## src/core/adc_pkg.sv

```systemverilog
// shared types and constants for the converter host interface
package adc_pkg;

  // ********************************************
  // register map and widths
  // ********************************************
  localparam int          DATA_W      = 10;
  localparam int          FIFO_DEPTH  = 16;
  localparam logic [1:0]  SEL_SETUP   = 2'h0;
  localparam logic [1:0]  SEL_OUTPUT  = 2'h1;
  localparam logic [9:0]  SETUP_RESET = 10'h020;
  localparam logic [9:0]  OUTPUT_RESET = 10'h000;
  localparam logic [3:0]  PIPE_LATENCY = 4'h7;
  localparam logic [4:0]  LEVEL_ONE   = 5'h01;

  // ********************************************
  // register layouts, bit 9 first
  // ********************************************
  typedef struct packed {
    logic       diagnostic_sel_hi;
    logic       diagnostic_sel_lo;
    logic       autoscan;
    logic       diff_count_hi;
    logic       diff_count_lo;
    logic       input_select_hi;
    logic       input_select_lo;
    logic       power_down_bit;
    logic       single_mode;
    logic       ext_reference;
  } setup_reg_t;

  typedef struct packed {
    logic       reserved;
    logic       offset;
    logic       code_format_select;
    logic       read_write;
    logic       pin_polarity;
    logic       pin_type;
    logic       fill_threshold_hi;
    logic       fill_threshold_lo;
    logic       buffer_clear;
    logic       device_reset;
  } output_reg_t;

  // host strobes and register select
  typedef struct packed {
    logic       chip_select_low_active_n;
    logic       chip_select_high_active;
    logic       read_n;
    logic       write_n;
    logic       reg_select_msb;
    logic       reg_select_lsb;
  } host_bus_t;

endpackage

```

## src/core/adc_result_port.sv

```systemverilog
// result fifo, output format and control registers of the converter
//
// Contract
// - format bit picks binary or twos complement
// - single-ended binary: 3FF, 200, 000
// - single-ended twos: 1FF, 000, 200
// - differential binary: 3FF, 200, 000
// - differential twos: 1FF, 000, 200
// - sixteen-entry circular fifo, filled automatically
// - read, write and trigger pointers kept
// - blocks start with first scanned channel
// - ready once written count reaches level
// - trigger levels depend on channel count
// - level one gives active-low pulse
// - read needs both selects and strobe
// - two ten-bit control registers
// - setup register field layout
// - output register field layout
// - select 00 setup, 01 output, rest reserved
// - setup register is write only
// - bit 1 set selects single mode
// - continuous mode delays first ready after buffer clear 7+level
// - no ready indication in test modes
`timescale 1ns/1ps

// ********************************************
// circular buffer
// ********************************************
module result_fifo #(
  parameter int WIDTH = 10,
  parameter int DEPTH = 16
) (
  // clock and reset
  input  wire logic             sys_clk_i,
  input  wire logic             reset_i,
  input  wire logic             clear_i,
  // fill side
  input  wire logic             in_valid_i,
  output logic                  in_ready_o,
  input  wire logic [WIDTH-1:0] in_data_i,
  // drain side
  output logic                  out_valid_o,
  input  wire logic             out_ready_i,
  output logic [WIDTH-1:0]      out_data_o,
  output logic [$clog2(DEPTH)-1:0] last_written_o
);
  localparam int AW = $clog2(DEPTH);
  logic [WIDTH-1:0] mem [DEPTH];
  logic [AW-1:0]    rd_ptr;
  logic [AW-1:0]    wr_ptr;
  logic [AW:0]      fill;
  logic [AW-1:0]    next_rd_ptr;
  logic [AW-1:0]    next_wr_ptr;
  logic [AW:0]      next_fill;
  logic             push;
  logic             pop;

  assign in_ready_o     = (fill != DEPTH[AW:0]);
  assign out_valid_o    = (fill != '0);
  assign out_data_o     = mem[rd_ptr];
  assign last_written_o = wr_ptr - 1'b1;
  assign push           = in_valid_i & in_ready_o;
  assign pop            = out_valid_o & out_ready_i;

  always_comb begin
    next_rd_ptr = rd_ptr;
    next_wr_ptr = wr_ptr;
    next_fill   = fill;
    if (clear_i) begin
      next_rd_ptr = '0;
      next_wr_ptr = '0;
      next_fill   = '0;
    end else begin
      if (push) next_wr_ptr = wr_ptr + 1'b1;
      if (pop) next_rd_ptr = rd_ptr + 1'b1;
      next_fill = fill + {{AW{1'b0}}, push} - {{AW{1'b0}}, pop};
    end
  end

  always_ff @(posedge sys_clk_i) begin
    if (reset_i) begin
      rd_ptr <= '0;
      wr_ptr <= '0;
      fill   <= '0;
    end else begin
      rd_ptr <= next_rd_ptr;
      wr_ptr <= next_wr_ptr;
      fill   <= next_fill;
    end
    if (push && !clear_i) mem[wr_ptr] <= in_data_i;
  end
endmodule

// ********************************************
// host interface top
// ********************************************
module adc_result_port #(
  parameter int DEPTH = adc_pkg::FIFO_DEPTH
) (
  // clock and reset
  input  wire logic              sys_clk_i,
  input  wire logic              reset_i,
  // host bus
  input  adc_pkg::host_bus_t     host_bus_i,
  input  wire logic [9:0]        host_data_i,
  output logic [9:0]             host_data_o,
  output logic                   host_data_oe_o,
  output logic                   result_block_ready_n_o,
  // converter core
  input  wire logic              conversion_clock_in_i,
  input  wire logic              sample_valid_i,
  input  wire logic [9:0]        sample_code_i,
  output logic                   sample_ready_o,
  // mode outputs
  output adc_pkg::setup_reg_t    setup_o,
  output adc_pkg::output_reg_t   output_cfg_o,
  output logic                   buffer_clear_o
);
  localparam int AW = $clog2(DEPTH);

  adc_pkg::setup_reg_t  setup, next_setup;
  adc_pkg::output_reg_t outcfg, next_outcfg;
  logic       rd_prev, next_rd_prev;
  logic       wr_prev, next_wr_prev;
  logic [9:0] data_q, next_data_q;
  logic       clr, next_clr;
  logic [4:0] since_trig, next_since_trig;
  logic [AW-1:0] trig_ptr, next_trig_ptr;
  logic       pending, next_pending;
  logic [4:0] lat_cnt, next_lat_cnt;
  logic       lat_done, next_lat_done;
  logic       cclk_prev, next_cclk_prev;

  logic       rd_access;
  logic       wr_access;
  logic       rd_start;
  logic       wr_start;
  logic [1:0] sel;
  logic       push;
  logic       pop;
  logic       fifo_valid;
  logic [9:0] fifo_data;
  logic [4:0] level;
  logic       trig_now;
  logic       test_mode;

  // converts raw offset-binary code to the selected format
  function automatic logic [9:0] format_code(input logic [9:0] raw,
                                             input logic twos);
    format_code = twos ? {~raw[9], raw[8:0]} : raw;
  endfunction

  // trigger level from threshold code and enabled channel count
  function automatic logic [4:0] trigger_level(input logic [1:0] code,
                                               input logic [2:0] chans);
    logic [4:0] n;
    n = {2'h0, chans};
    if (chans == 3'h1) begin
      unique case (code)
        2'h0: trigger_level = 5'h01;
        2'h1: trigger_level = 5'h04;
        2'h2: trigger_level = 5'h08;
        default: trigger_level = 5'h0E;
      endcase
    end else begin
      trigger_level = 5'((n * ({3'h0, code} + 5'h01)) & 5'h1F);
    end
  endfunction

  // ********************************************
  // host access decode
  // ********************************************
  assign rd_access = !host_bus_i.chip_select_low_active_n
                   && host_bus_i.chip_select_high_active
                   && !host_bus_i.read_n;
  assign wr_access = !host_bus_i.chip_select_low_active_n
                   && host_bus_i.chip_select_high_active
                   && !host_bus_i.write_n;
  assign rd_start  = rd_access && !rd_prev;
  assign wr_start  = wr_access && !wr_prev;
  assign sel = {host_bus_i.reg_select_msb, host_bus_i.reg_select_lsb};
  assign pop = rd_start && (sel != adc_pkg::SEL_OUTPUT) && fifo_valid;
  assign push = sample_valid_i && sample_ready_o;
  assign test_mode = setup.diagnostic_sel_hi || setup.diagnostic_sel_lo;
  assign level = trigger_level({outcfg.fill_threshold_hi,
                                outcfg.fill_threshold_lo},
                               setup.autoscan
                                 ? 3'({setup.input_select_hi,
                                       setup.input_select_lo}) + 3'h1
                                 : 3'h1);
  assign trig_now = push && (since_trig + 5'h01 >= level);

  assign host_data_o    = data_q;
  assign host_data_oe_o = rd_access;
  assign setup_o        = setup;
  assign output_cfg_o   = outcfg;
  assign buffer_clear_o = clr;
  assign result_block_ready_n_o =
    !(pending && lat_done && !test_mode);

  result_fifo #(
    .WIDTH (10),
    .DEPTH (DEPTH)
  ) fifo_u (
    .sys_clk_i      (sys_clk_i),
    .reset_i        (reset_i),
    .clear_i        (clr),
    .in_valid_i     (sample_valid_i),
    .in_ready_o     (sample_ready_o),
    .in_data_i      (sample_code_i),
    .out_valid_o    (fifo_valid),
    .out_ready_i    (pop),
    .out_data_o     (fifo_data),
    .last_written_o ()
  );

  // ********************************************
  // registers, read data, trigger tracking
  // ********************************************
  always_comb begin
    next_setup      = setup;
    next_outcfg     = outcfg;
    next_rd_prev    = rd_access;
    next_wr_prev    = wr_access;
    next_data_q     = data_q;
    next_clr        = 1'b0;
    next_since_trig = since_trig;
    next_trig_ptr   = trig_ptr;
    next_pending    = pending;
    next_lat_cnt    = lat_cnt;
    next_lat_done   = lat_done;
    next_cclk_prev  = conversion_clock_in_i;
    if (wr_start) begin
      unique case (sel)
        adc_pkg::SEL_SETUP: next_setup = host_data_i;
        adc_pkg::SEL_OUTPUT: begin
          next_outcfg = host_data_i;
          next_outcfg.buffer_clear = 1'b0;
          next_outcfg.device_reset = 1'b0;
          next_clr = host_data_i[1] || host_data_i[0];
          if (host_data_i[0]) begin
            next_setup  = adc_pkg::SETUP_RESET;
            next_outcfg = adc_pkg::OUTPUT_RESET;
          end
        end
        default: ;
      endcase
    end
    if (rd_start) begin
      // the setup register is never driven back
      if (sel == adc_pkg::SEL_OUTPUT) next_data_q = outcfg;
      else if (fifo_valid) begin
        next_data_q = format_code(fifo_data,
                                  outcfg.code_format_select);
      end
    end
    if (pending && (level == adc_pkg::LEVEL_ONE || pop)) begin
      next_pending = 1'b0;
    end
    if (push) next_since_trig = since_trig + 5'h01;
    if (trig_now) begin
      next_since_trig = since_trig + 5'h01 - level;
      next_trig_ptr   = trig_ptr + AW'(level);
      next_pending    = 1'b1;
    end
    if (!lat_done && conversion_clock_in_i && !cclk_prev) begin
      next_lat_cnt = lat_cnt + 5'h01;
      if (lat_cnt + 5'h01 >= {1'b0, adc_pkg::PIPE_LATENCY} + level) begin
        next_lat_done = 1'b1;
      end
    end
    if (clr) begin
      next_since_trig = '0;
      next_trig_ptr   = '0;
      next_pending    = 1'b0;
      next_lat_cnt    = '0;
      next_lat_done   = setup.single_mode;
    end
  end

  always_ff @(posedge sys_clk_i) begin
    if (reset_i) begin
      setup      <= adc_pkg::SETUP_RESET;
      outcfg     <= adc_pkg::OUTPUT_RESET;
      rd_prev    <= 1'b0;
      wr_prev    <= 1'b0;
      data_q     <= 10'h000;
      clr        <= 1'b0;
      since_trig <= '0;
      trig_ptr   <= '0;
      pending    <= 1'b0;
      lat_cnt    <= '0;
      lat_done   <= 1'b1;
      cclk_prev  <= 1'b0;
    end else begin
      setup      <= next_setup;
      outcfg     <= next_outcfg;
      rd_prev    <= next_rd_prev;
      wr_prev    <= next_wr_prev;
      data_q     <= next_data_q;
      clr        <= next_clr;
      since_trig <= next_since_trig;
      trig_ptr   <= next_trig_ptr;
      pending    <= next_pending;
      lat_cnt    <= next_lat_cnt;
      lat_done   <= next_lat_done;
      cclk_prev  <= next_cclk_prev;
    end
  end

  // ********************************************
  // checks
  // ********************************************
  chk_fmt_twos: assert property (
    @(posedge sys_clk_i) disable iff (reset_i)
    pop && outcfg.code_format_select |=>
      host_data_o == {~$past(fifo_data[9]), $past(fifo_data[8:0])})
    else $error("twos complement code wrong");

  chk_fmt_binary: assert property (
    @(posedge sys_clk_i) disable iff (reset_i)
    pop && !outcfg.code_format_select |=> host_data_o == $past(fifo_data))
    else $error("binary code wrong");

  chk_read_gate: assert property (
    @(posedge sys_clk_i) disable iff (reset_i)
    rd_start && sel != adc_pkg::SEL_OUTPUT && !fifo_valid
      |=> $stable(host_data_o))
    else $error("empty read changed read data");

  chk_test_quiet: assert property (
    @(posedge sys_clk_i) disable iff (reset_i)
    test_mode |-> result_block_ready_n_o)
    else $error("ready indicated in test mode");

  chk_setup_write: assert property (
    @(posedge sys_clk_i) disable iff (reset_i)
    wr_start && sel == adc_pkg::SEL_SETUP |=>
      setup == $past(host_data_i))
    else $error("setup register not written");

  chk_clear_empty: assert property (
    @(posedge sys_clk_i) disable iff (reset_i)
    wr_start && sel == adc_pkg::SEL_OUTPUT && host_data_i[1]
      |=> ##1 !fifo_valid && since_trig == 5'h00)
    else $error("buffer clear left data");

  chk_pulse_one: assert property (
    @(posedge sys_clk_i) disable iff (reset_i)
    pending && level == adc_pkg::LEVEL_ONE && !trig_now && !clr
      |=> !pending)
    else $error("level one indication not a pulse");

  chk_latency_mask: assert property (
    @(posedge sys_clk_i) disable iff (reset_i)
    clr && !setup.single_mode |=> !lat_done [*2])
    else $error("pipeline latency not applied");
endmodule

```

## config.mk

```make
export PLATFORM = sky130hd
export DESIGN_NAME = adc_result_port
export DESIGN_NICKNAME = d
export VERILOG_FILES = /design/src/core/adc_pkg.sv /design/src/core/adc_result_port.sv
export SDC_FILE = /design/constraint.sdc
export NUM_CORES = 1
export LEC_CHECK = 0
export ABC_AREA = 1
export ABC_CLOCK_PERIOD_IN_PS = 6100
export BUFFER_PORTS_ARGS = -buffer_cell sky130_fd_sc_hd__buf_2
export CELL_PAD_IN_SITES_DETAIL_PLACEMENT = 1
export CELL_PAD_IN_SITES_GLOBAL_PLACEMENT = 1
export CORE_ASPECT_RATIO = 0.8
export CORE_UTILIZATION = 50
export CTS_CLUSTER_DIAMETER = 60
export CTS_CLUSTER_SIZE = 24
export DETAILED_ROUTE_END_ITERATION = 16
export HOLD_SLACK_MARGIN = 0.02
export PLACE_DENSITY = 0.78
export SETUP_SLACK_MARGIN = 0.02
export SLEW_MARGIN = 20
export SYNTH_ARGS = -nofsm -noshare
export SYNTH_HDL_FRONTEND = slang
export SYNTH_SLANG_ARGS = --single-unit
```

## constraint.sdc

```tcl
create_clock -name sys_clk_i -period 6.1 [get_ports sys_clk_i]
set_clock_uncertainty 0.1 [all_clocks]
set_input_delay 1.83 -clock sys_clk_i [delete_from_list [all_inputs] [get_ports sys_clk_i]]
set_output_delay 1.83 -clock sys_clk_i [all_outputs]
set_load 0.05 [all_outputs]
```

==> results of run 1 <==
## critical path, cell delays in order
cell	delay (ns)
buf_2	0.11
inv_1	0.04
nand2_1	0.05
or2_1	0.25
inv_1	0.07
buf_2	0.25
## cell families after synthesis
logic type | synth area share, %
other | 0.0381
buffers and inverters | 5.40
AOI/OAI and AO/OA | 11.6
xor gates and xnor gates | 0.978
DFF | 61.2
adders and majority gates | 5.01
and+or+nand+nor | 15.8
## layer usage
| metal | part of all wire [%] | GRT usage (%) |
|---|---|---|
| met2 | 47 | 44.0 |
| met3 | 4.2 | 3.28 |
| met4 | 1.6 | 5.43 |
| met1 | 47 | 36.8 |
| met5 | 0 | 0 |
## per-stage QoR
stage | hold slack (ns) | cell area, um^2 | total power, uW
2_1_floorplan | 0.335 | 9850 | 2250
3_3_place_gp | 0.340 | 10300 | 2400
3_5_place_dp | 0.356 | 10400 | 2430
4_1_cts | 0.369 | 10800 | 3430
5_1_grt | 0.391 | 10800 | 3580
6_report | 0.365 | 10800 | 3420
## cells in the mapped netlist (all sizes together), types with 9 or more instances
library cell  number  share of area [%]
edfxtp           160                 49
clkbuf            16               0.61
inv               79                3.0
nor2             156                6.1
dfxtp             61                 12
o211ai            27                2.1
ha                33                4.2
nor3              10               0.51
nand2            113                4.5
buf               26                1.6
nand4              9               0.57
nand3             72                4.0
xor2               9               0.80
o21ai             99                5.1
a21oi             57                3.0
## power groups by stage
| stage | sequential (uW) | combinational [uW] | clock (uW) |
|---|---|---|---|
| after global placement | 1760 | 639 | 0 |
| after detailed placement | 1770 | 666 | 0 |
| after global routing | 1740 | 765 | 1070 |
| after floorplan | 1770 | 479 | 0 |
| final | 1730 | 672 | 1010 |
| after CTS | 1730 | 676 | 1020 |
## flip-flops by register name, summed over array words and instances, names as in the netlist, named ones only
name            count
fifo_u.mem        160
host_data_o        10
setup_o            10
output_cfg_o        8
fifo_u.fill         5
lat_cnt             5
since_trig          5
fifo_u.rd_ptr       4
fifo_u.wr_ptr       4
buffer_clear_o      1
cclk_prev           1
lat_done            1
pending             1
rd_prev             1
wr_prev             1
## final cells by class
cell class,count,area [um^2]
well taps,258,323
flip-flops and latches,221,6030
multi-input cells,613,3330
clock inverters,5,48.8
inverters,83,312
clock buffers,19,412
repair buffers,70,373
fillers,2125,8320
## worst paths after layout
path	start	end	slack, ns	depth (start not counted)
setup / recovery	host_bus_i[5]	host_data_oe_o	1.56	6
hold / removal	setup_o[5]	setup_o[5]	0.36	2
setup reg to reg	output_cfg_o[2]	lat_done	1.96	20
hold reg to reg	setup_o[5]	setup_o[5]	0.36	2
==> results.json, run 1 <==
{
  "outcome": "complete, no violations",
  "drt_iter0_markers": 560,
  "htree_levels": 1,
  "nets": 1070,
  "grt_max_degree": 77,
  "cts_tree": "built",
  "core_area_um2": 19100,
  "ios": 64,
  "start_util_pct": 51.5,
  "finalHoldViolCount": 0,
  "clkSinkCount": 221,
  "swShare_pct": 30.2,
  "grt_pass1_wl_um": 41200,
  "dr.pass1.iters": 4,
  "grt_use_total_pct": 26.2,
  "path_clk_slew_ns": 0.08,
  "syn_to_final_growth_pct": 9.93,
  "seq_area_frac_synth_pct": 61.2,
  "worstMarginPinSlew_ns": 1.12,
  "worst-setup-path-type": "in2out",
  "fin_tns_setup_ns": 0,
  "p_comb_share_pct": 19.7,
  "num_antenna_cells": 0,
  "postRouteAntennaNets": 0,
  "cts_setup_buffers": 0,
  "p_leak_uw": 0.00417,
  "post-place-ws_ns": 1.56,
  "vias_per_cell": 5.61,
  "antenna_found_initial": 0,
  "numCtsBuffers": 14,
  "ys_types": 41,
  "synthCells": 958,
  "cts_root_buf": "clkbuf_16",
  "die_w_um": 159,
  "worst_ep_arrival_time_ns": 2.61,
  "ys.flop_type": "edfxtp_1",
  "report.final.slew_viol_count": 0,
  "grt.overflow.total": 0,
  "drc": 0,
  "gp_congestion": 0.773,
  "power_frac_seq_pct": 50.7,
  "mostFrequentLayoutCell": "edfxtp_1",
  "final_cell_mix": "edfxtp_1, nor2_1, nand2_1",
  "num_rows": 45,
  "dp_cells": 1245,
  "required_ns": 4.17,
  "route.vias.total": 7117,
  "hpwl_um": 17300,
  "maxCapViolations": 0,
  "p_clk_share_pct": 29.6,
  "cts.repair.resized": 0,
  "period_share_pct": 74.4,
  "power.net_switching_uw": 1030,
  "grt_pass1_vias": 7440,
  "synth-edff-count": 160,
  "fin_util_pct": 56.6,
  "routed_wl_um": 25900,
  "power_density_nw_per_um2": 315,
  "cp_max_fo": 3,
  "critPathLaunchType": "primary input",
  "fp.dieH_um": 128,
  "yosys_warnings": 0,
  "dieArea_um2": 20300,
  "async_flop_share_pct": 0,
  "clockBufferDepth": 3,
  "crit_path_end_kind": "output port",
  "cts-hold-fix-buffers": 0,
  "ir_drop_mv": 0.204,
  "ys_ff_latch": 221,
  "clock.fmax_ghz": 0.220,
  "rsz0062_at_grt": "false",
  "drive_gt1_share_pct": 12.8,
  "p_int_uw": 2380,
  "fin_crit_ns": 4.54,
  "finalSetupViolations": 0,
  "avgSynthCellArea_um2": 10.3,
  "clock_latency_ns": 0.48,
  "layout_setup_ws_ns": 1.56,
  "hp-class": "reg2reg",
  "instances_no_fill": 1269,
  "syn-cell-area_um2": 9850,
  "wire_per_inst_um": 20.4,
  "slew_headroom_pct": 24.8,
  "port_buffers": 61
}
No activity file was read; power rests on OpenSTA's default activity.
==> inputs of run 2 (changes only) <==
--- a/config.mk
+++ b/config.mk
@@ -6,17 +6,17 @@
 export NUM_CORES = 1
 export LEC_CHECK = 0
 export ABC_AREA = 1
-export ABC_CLOCK_PERIOD_IN_PS = 6100
+export ABC_CLOCK_PERIOD_IN_PS = 3900
 export BUFFER_PORTS_ARGS = -buffer_cell sky130_fd_sc_hd__buf_2
 export CELL_PAD_IN_SITES_DETAIL_PLACEMENT = 1
 export CELL_PAD_IN_SITES_GLOBAL_PLACEMENT = 1
 export CORE_ASPECT_RATIO = 0.8
-export CORE_UTILIZATION = 50
+export CORE_UTILIZATION = 43
 export CTS_CLUSTER_DIAMETER = 60
 export CTS_CLUSTER_SIZE = 24
 export DETAILED_ROUTE_END_ITERATION = 16
 export HOLD_SLACK_MARGIN = 0.02
-export PLACE_DENSITY = 0.78
+export PLACE_DENSITY = 0.71
 export SETUP_SLACK_MARGIN = 0.02
 export SLEW_MARGIN = 20
 export SYNTH_ARGS = -nofsm -noshare
==> constraint.sdc (replaced) <==
create_clock -name sys_clk_i -period 3.9 [get_ports sys_clk_i]
set_clock_uncertainty 0.1 [all_clocks]
set_input_delay 1.17 -clock sys_clk_i [delete_from_list [all_inputs] [get_ports sys_clk_i]]
set_output_delay 1.17 -clock sys_clk_i [all_outputs]
set_load 0.05 [all_outputs]
==> results.json, run 2 (synthesis results as in run 1) <==
{
  "outcome": "complete, no violations",
  "num_rows": 49,
  "crit-reg2reg-launch": "setup_o[3]",
  "gp_congestion": 0.815,
  "grt_pass1_wl_um": 39500,
  "worstMarginPinSlew_ns": 1.06,
  "worst_ep_arrival_time_ns": 3.99,
  "cts_tree": "built",
  "maxCapViolations": 0,
  "largest_reg_flops": 160,
  "instances_no_fill": 1349,
  "cts_root_buf": "clkbuf_16",
  "hp-class": "reg2reg",
  "path_clk_slew_ns": 0.09,
  "route.vias.total": 7185,
  "fillers": 2552,
  "nets": 1100,
  "post-place-ws_ns": 0.0644,
  "cpMostUsedCell": "ha_1",
  "start_util_pct": 43.8,
  "grt_use_total_pct": 21.9,
  "numCtsBuffers": 16,
  "fin_crit_ns": 3.70,
  "min_from": "setup_o[2]",
  "port_buffers": 61,
  "ir_drop_mv": 0.317,
  "required_ns": 4.20,
  "postRouteAntennaNets": 0,
  "num_antenna_cells": 0,
  "finalSetupViolations": 0,
  "syn_to_final_growth_pct": 13.7,
  "reg2reg_to": "lat_done",
  "grt_max_degree": 85,
  "layout_setup_ws_ns": 0.204,
  "crit_path_end_kind": "register",
  "fin_tns_setup_ns": 0,
  "die_w_um": 171,
  "worstRegToRegCells": 19,
  "htree_levels": 1,
  "seqCellArea_um2": 6040,
  "p_leak_uw": 0.00438,
  "ios": 64,
  "path_delay_family": "adder cells",
  "regMostFlops": "fifo_u.mem",
  "routed_wl_um": 25400,
  "worst-setup-path-type": "reg2reg",
  "mostFrequentLayoutCell": "edfxtp_1",
  "final_cell_mix": "edfxtp_1, nor2_1, nand2_1",
  "fp.dieH_um": 137,
  "core_area_um2": 22500,
  "critPathLaunchType": "register",
  "period_share_pct": 94.8,
  "critPathMaxStageDelay_ns": 0.50,
  "drc": 0,
  "min_to": "setup_o[2]",
  "hpwl_um": 17400,
  "clkSinkCount": 221,
  "cts-hold-fix-buffers": 0,
  "power_density_nw_per_um2": 495,
  "r2r_setup_slack_ns": 0.20,
  "hold_depth": 2,
  "drive_gt1_share_pct": 16.3,
  "dr.pass1.iters": 5,
  "drt_iter0_markers": 538,
  "clock_latency_ns": 0.49,
  "crit_chain": "ha_1 > nand2_1 > nor2_2 > fa_1 > ha_1 > inv_1 > fa_2 > xnor2_2 > xor2_1 > nand2_2 > xor2_1 > ha_1 > nand2_2 > inv_1 > nand4_1 > o2111ai_2 > a21oi_2 > nand2_1 > o211ai_1",
  "multi_input_area_um2": 3350,
  "dp_cells": 1318,
  "clock.fmax_ghz": 0.271,
  "vias_per_cell": 5.33,
  "grt.overflow.total": 0,
  "wire_per_inst_um": 18.9,
  "dieArea_um2": 23500,
  "clockBufferDepth": 3,
  "cp_slowest_cell": "fa_1",
  "report.final.slew_viol_count": 0,
  "cp_max_fo": 4,
  "slew_headroom_pct": 28.6,
  "finalHoldViolCount": 0,
  "grt_pass1_vias": 7268,
  "antenna_found_initial": 0,
  "crit_buf_inv": 2
}
## run 2: cell count changes in the layout (fill, tap and decap cells not counted), moves of 4 or more
| cell | change |
|---|---|
| nor3_2 | -4 |
| nor2_1 | +6 |
| buf_4 | +28 |
| inv_1 | -5 |
| nor2_2 | -6 |
| nor3_1 | +4 |
| inv_2 | +5 |
## run 2: layout make-up
type                    count  area share (%)
flip-flops and latches    221            53.9
inverters                  83            2.78
clock inverters            11           0.983
repair buffers             98            5.21
multi-input cells         613            29.9
well taps                 306            3.42
clock buffers              17            3.80
## run 2: power breakdown
group | internal (uW) | switching [uW] | leakage (uW)
Sequential | 2630 | 73.9 | 0.00194
Clock | 891 | 860 | 0.000262
Combinational | 344 | 742 | 0.00217
## run 2: worst max path at each step
stage	start	to	slack, ns	depth (start not counted)
after detailed placement	output_cfg_o[2]	lat_done	0.06	19
after global placement	output_cfg_o[2]	lat_done	0.20	19
after global routing	output_cfg_o[3]	lat_done	-0.009	20
after CTS	output_cfg_o[3]	lat_done	0.02	20
after floorplan	setup_o[3]	lat_done	0.03	18
final	setup_o[3]	lat_done	0.20	19
## run 2: worst register-to-register path, stage by stage (launching register included)
cell,delay [ns]
dfxtp_2,0.35
ha_1,0.28
nand2_1,0.11
nor2_2,0.06
fa_1,0.50
ha_1,0.15
inv_1,0.06
fa_2,0.37
xnor2_2,0.18
xor2_1,0.18
nand2_2,0.11
xor2_1,0.16
ha_1,0.35
nand2_2,0.09
inv_1,0.04
nand4_1,0.08
o2111ai_2,0.12
a21oi_2,0.18
nand2_1,0.07
o211ai_1,0.08
## run 2: through the flow
stage          total power (uW)  instance area [um^2]  hold WS (ns)  util [%]
6_report                   5540                 11200         0.368      49.8
4_1_cts                    5590                 11100         0.370      49.4
3_5_place_dp               3830                 10600         0.357      47.0
5_1_grt                    5800                 11200         0.391      49.8
2_1_floorplan              3520                  9860         0.335         -
3_3_place_gp               3790                 10600         0.342      47.0
## run 2: timing repair
item / 4_1_cts / 5_1_grt
endpoints found under the setup margin: 1 / 7
resized for setup: 1 / 19
setup buffers: 0 / 3
pin swaps: 0 / 13
## run 2: routing by layer
layer / track usage (%) / part of all wire [%]
met3: 2.87 / 3.3
met4: 5.56 / 1.9
met1: 31.0 / 48
met2: 35.5 / 47
met5: 0 / 0
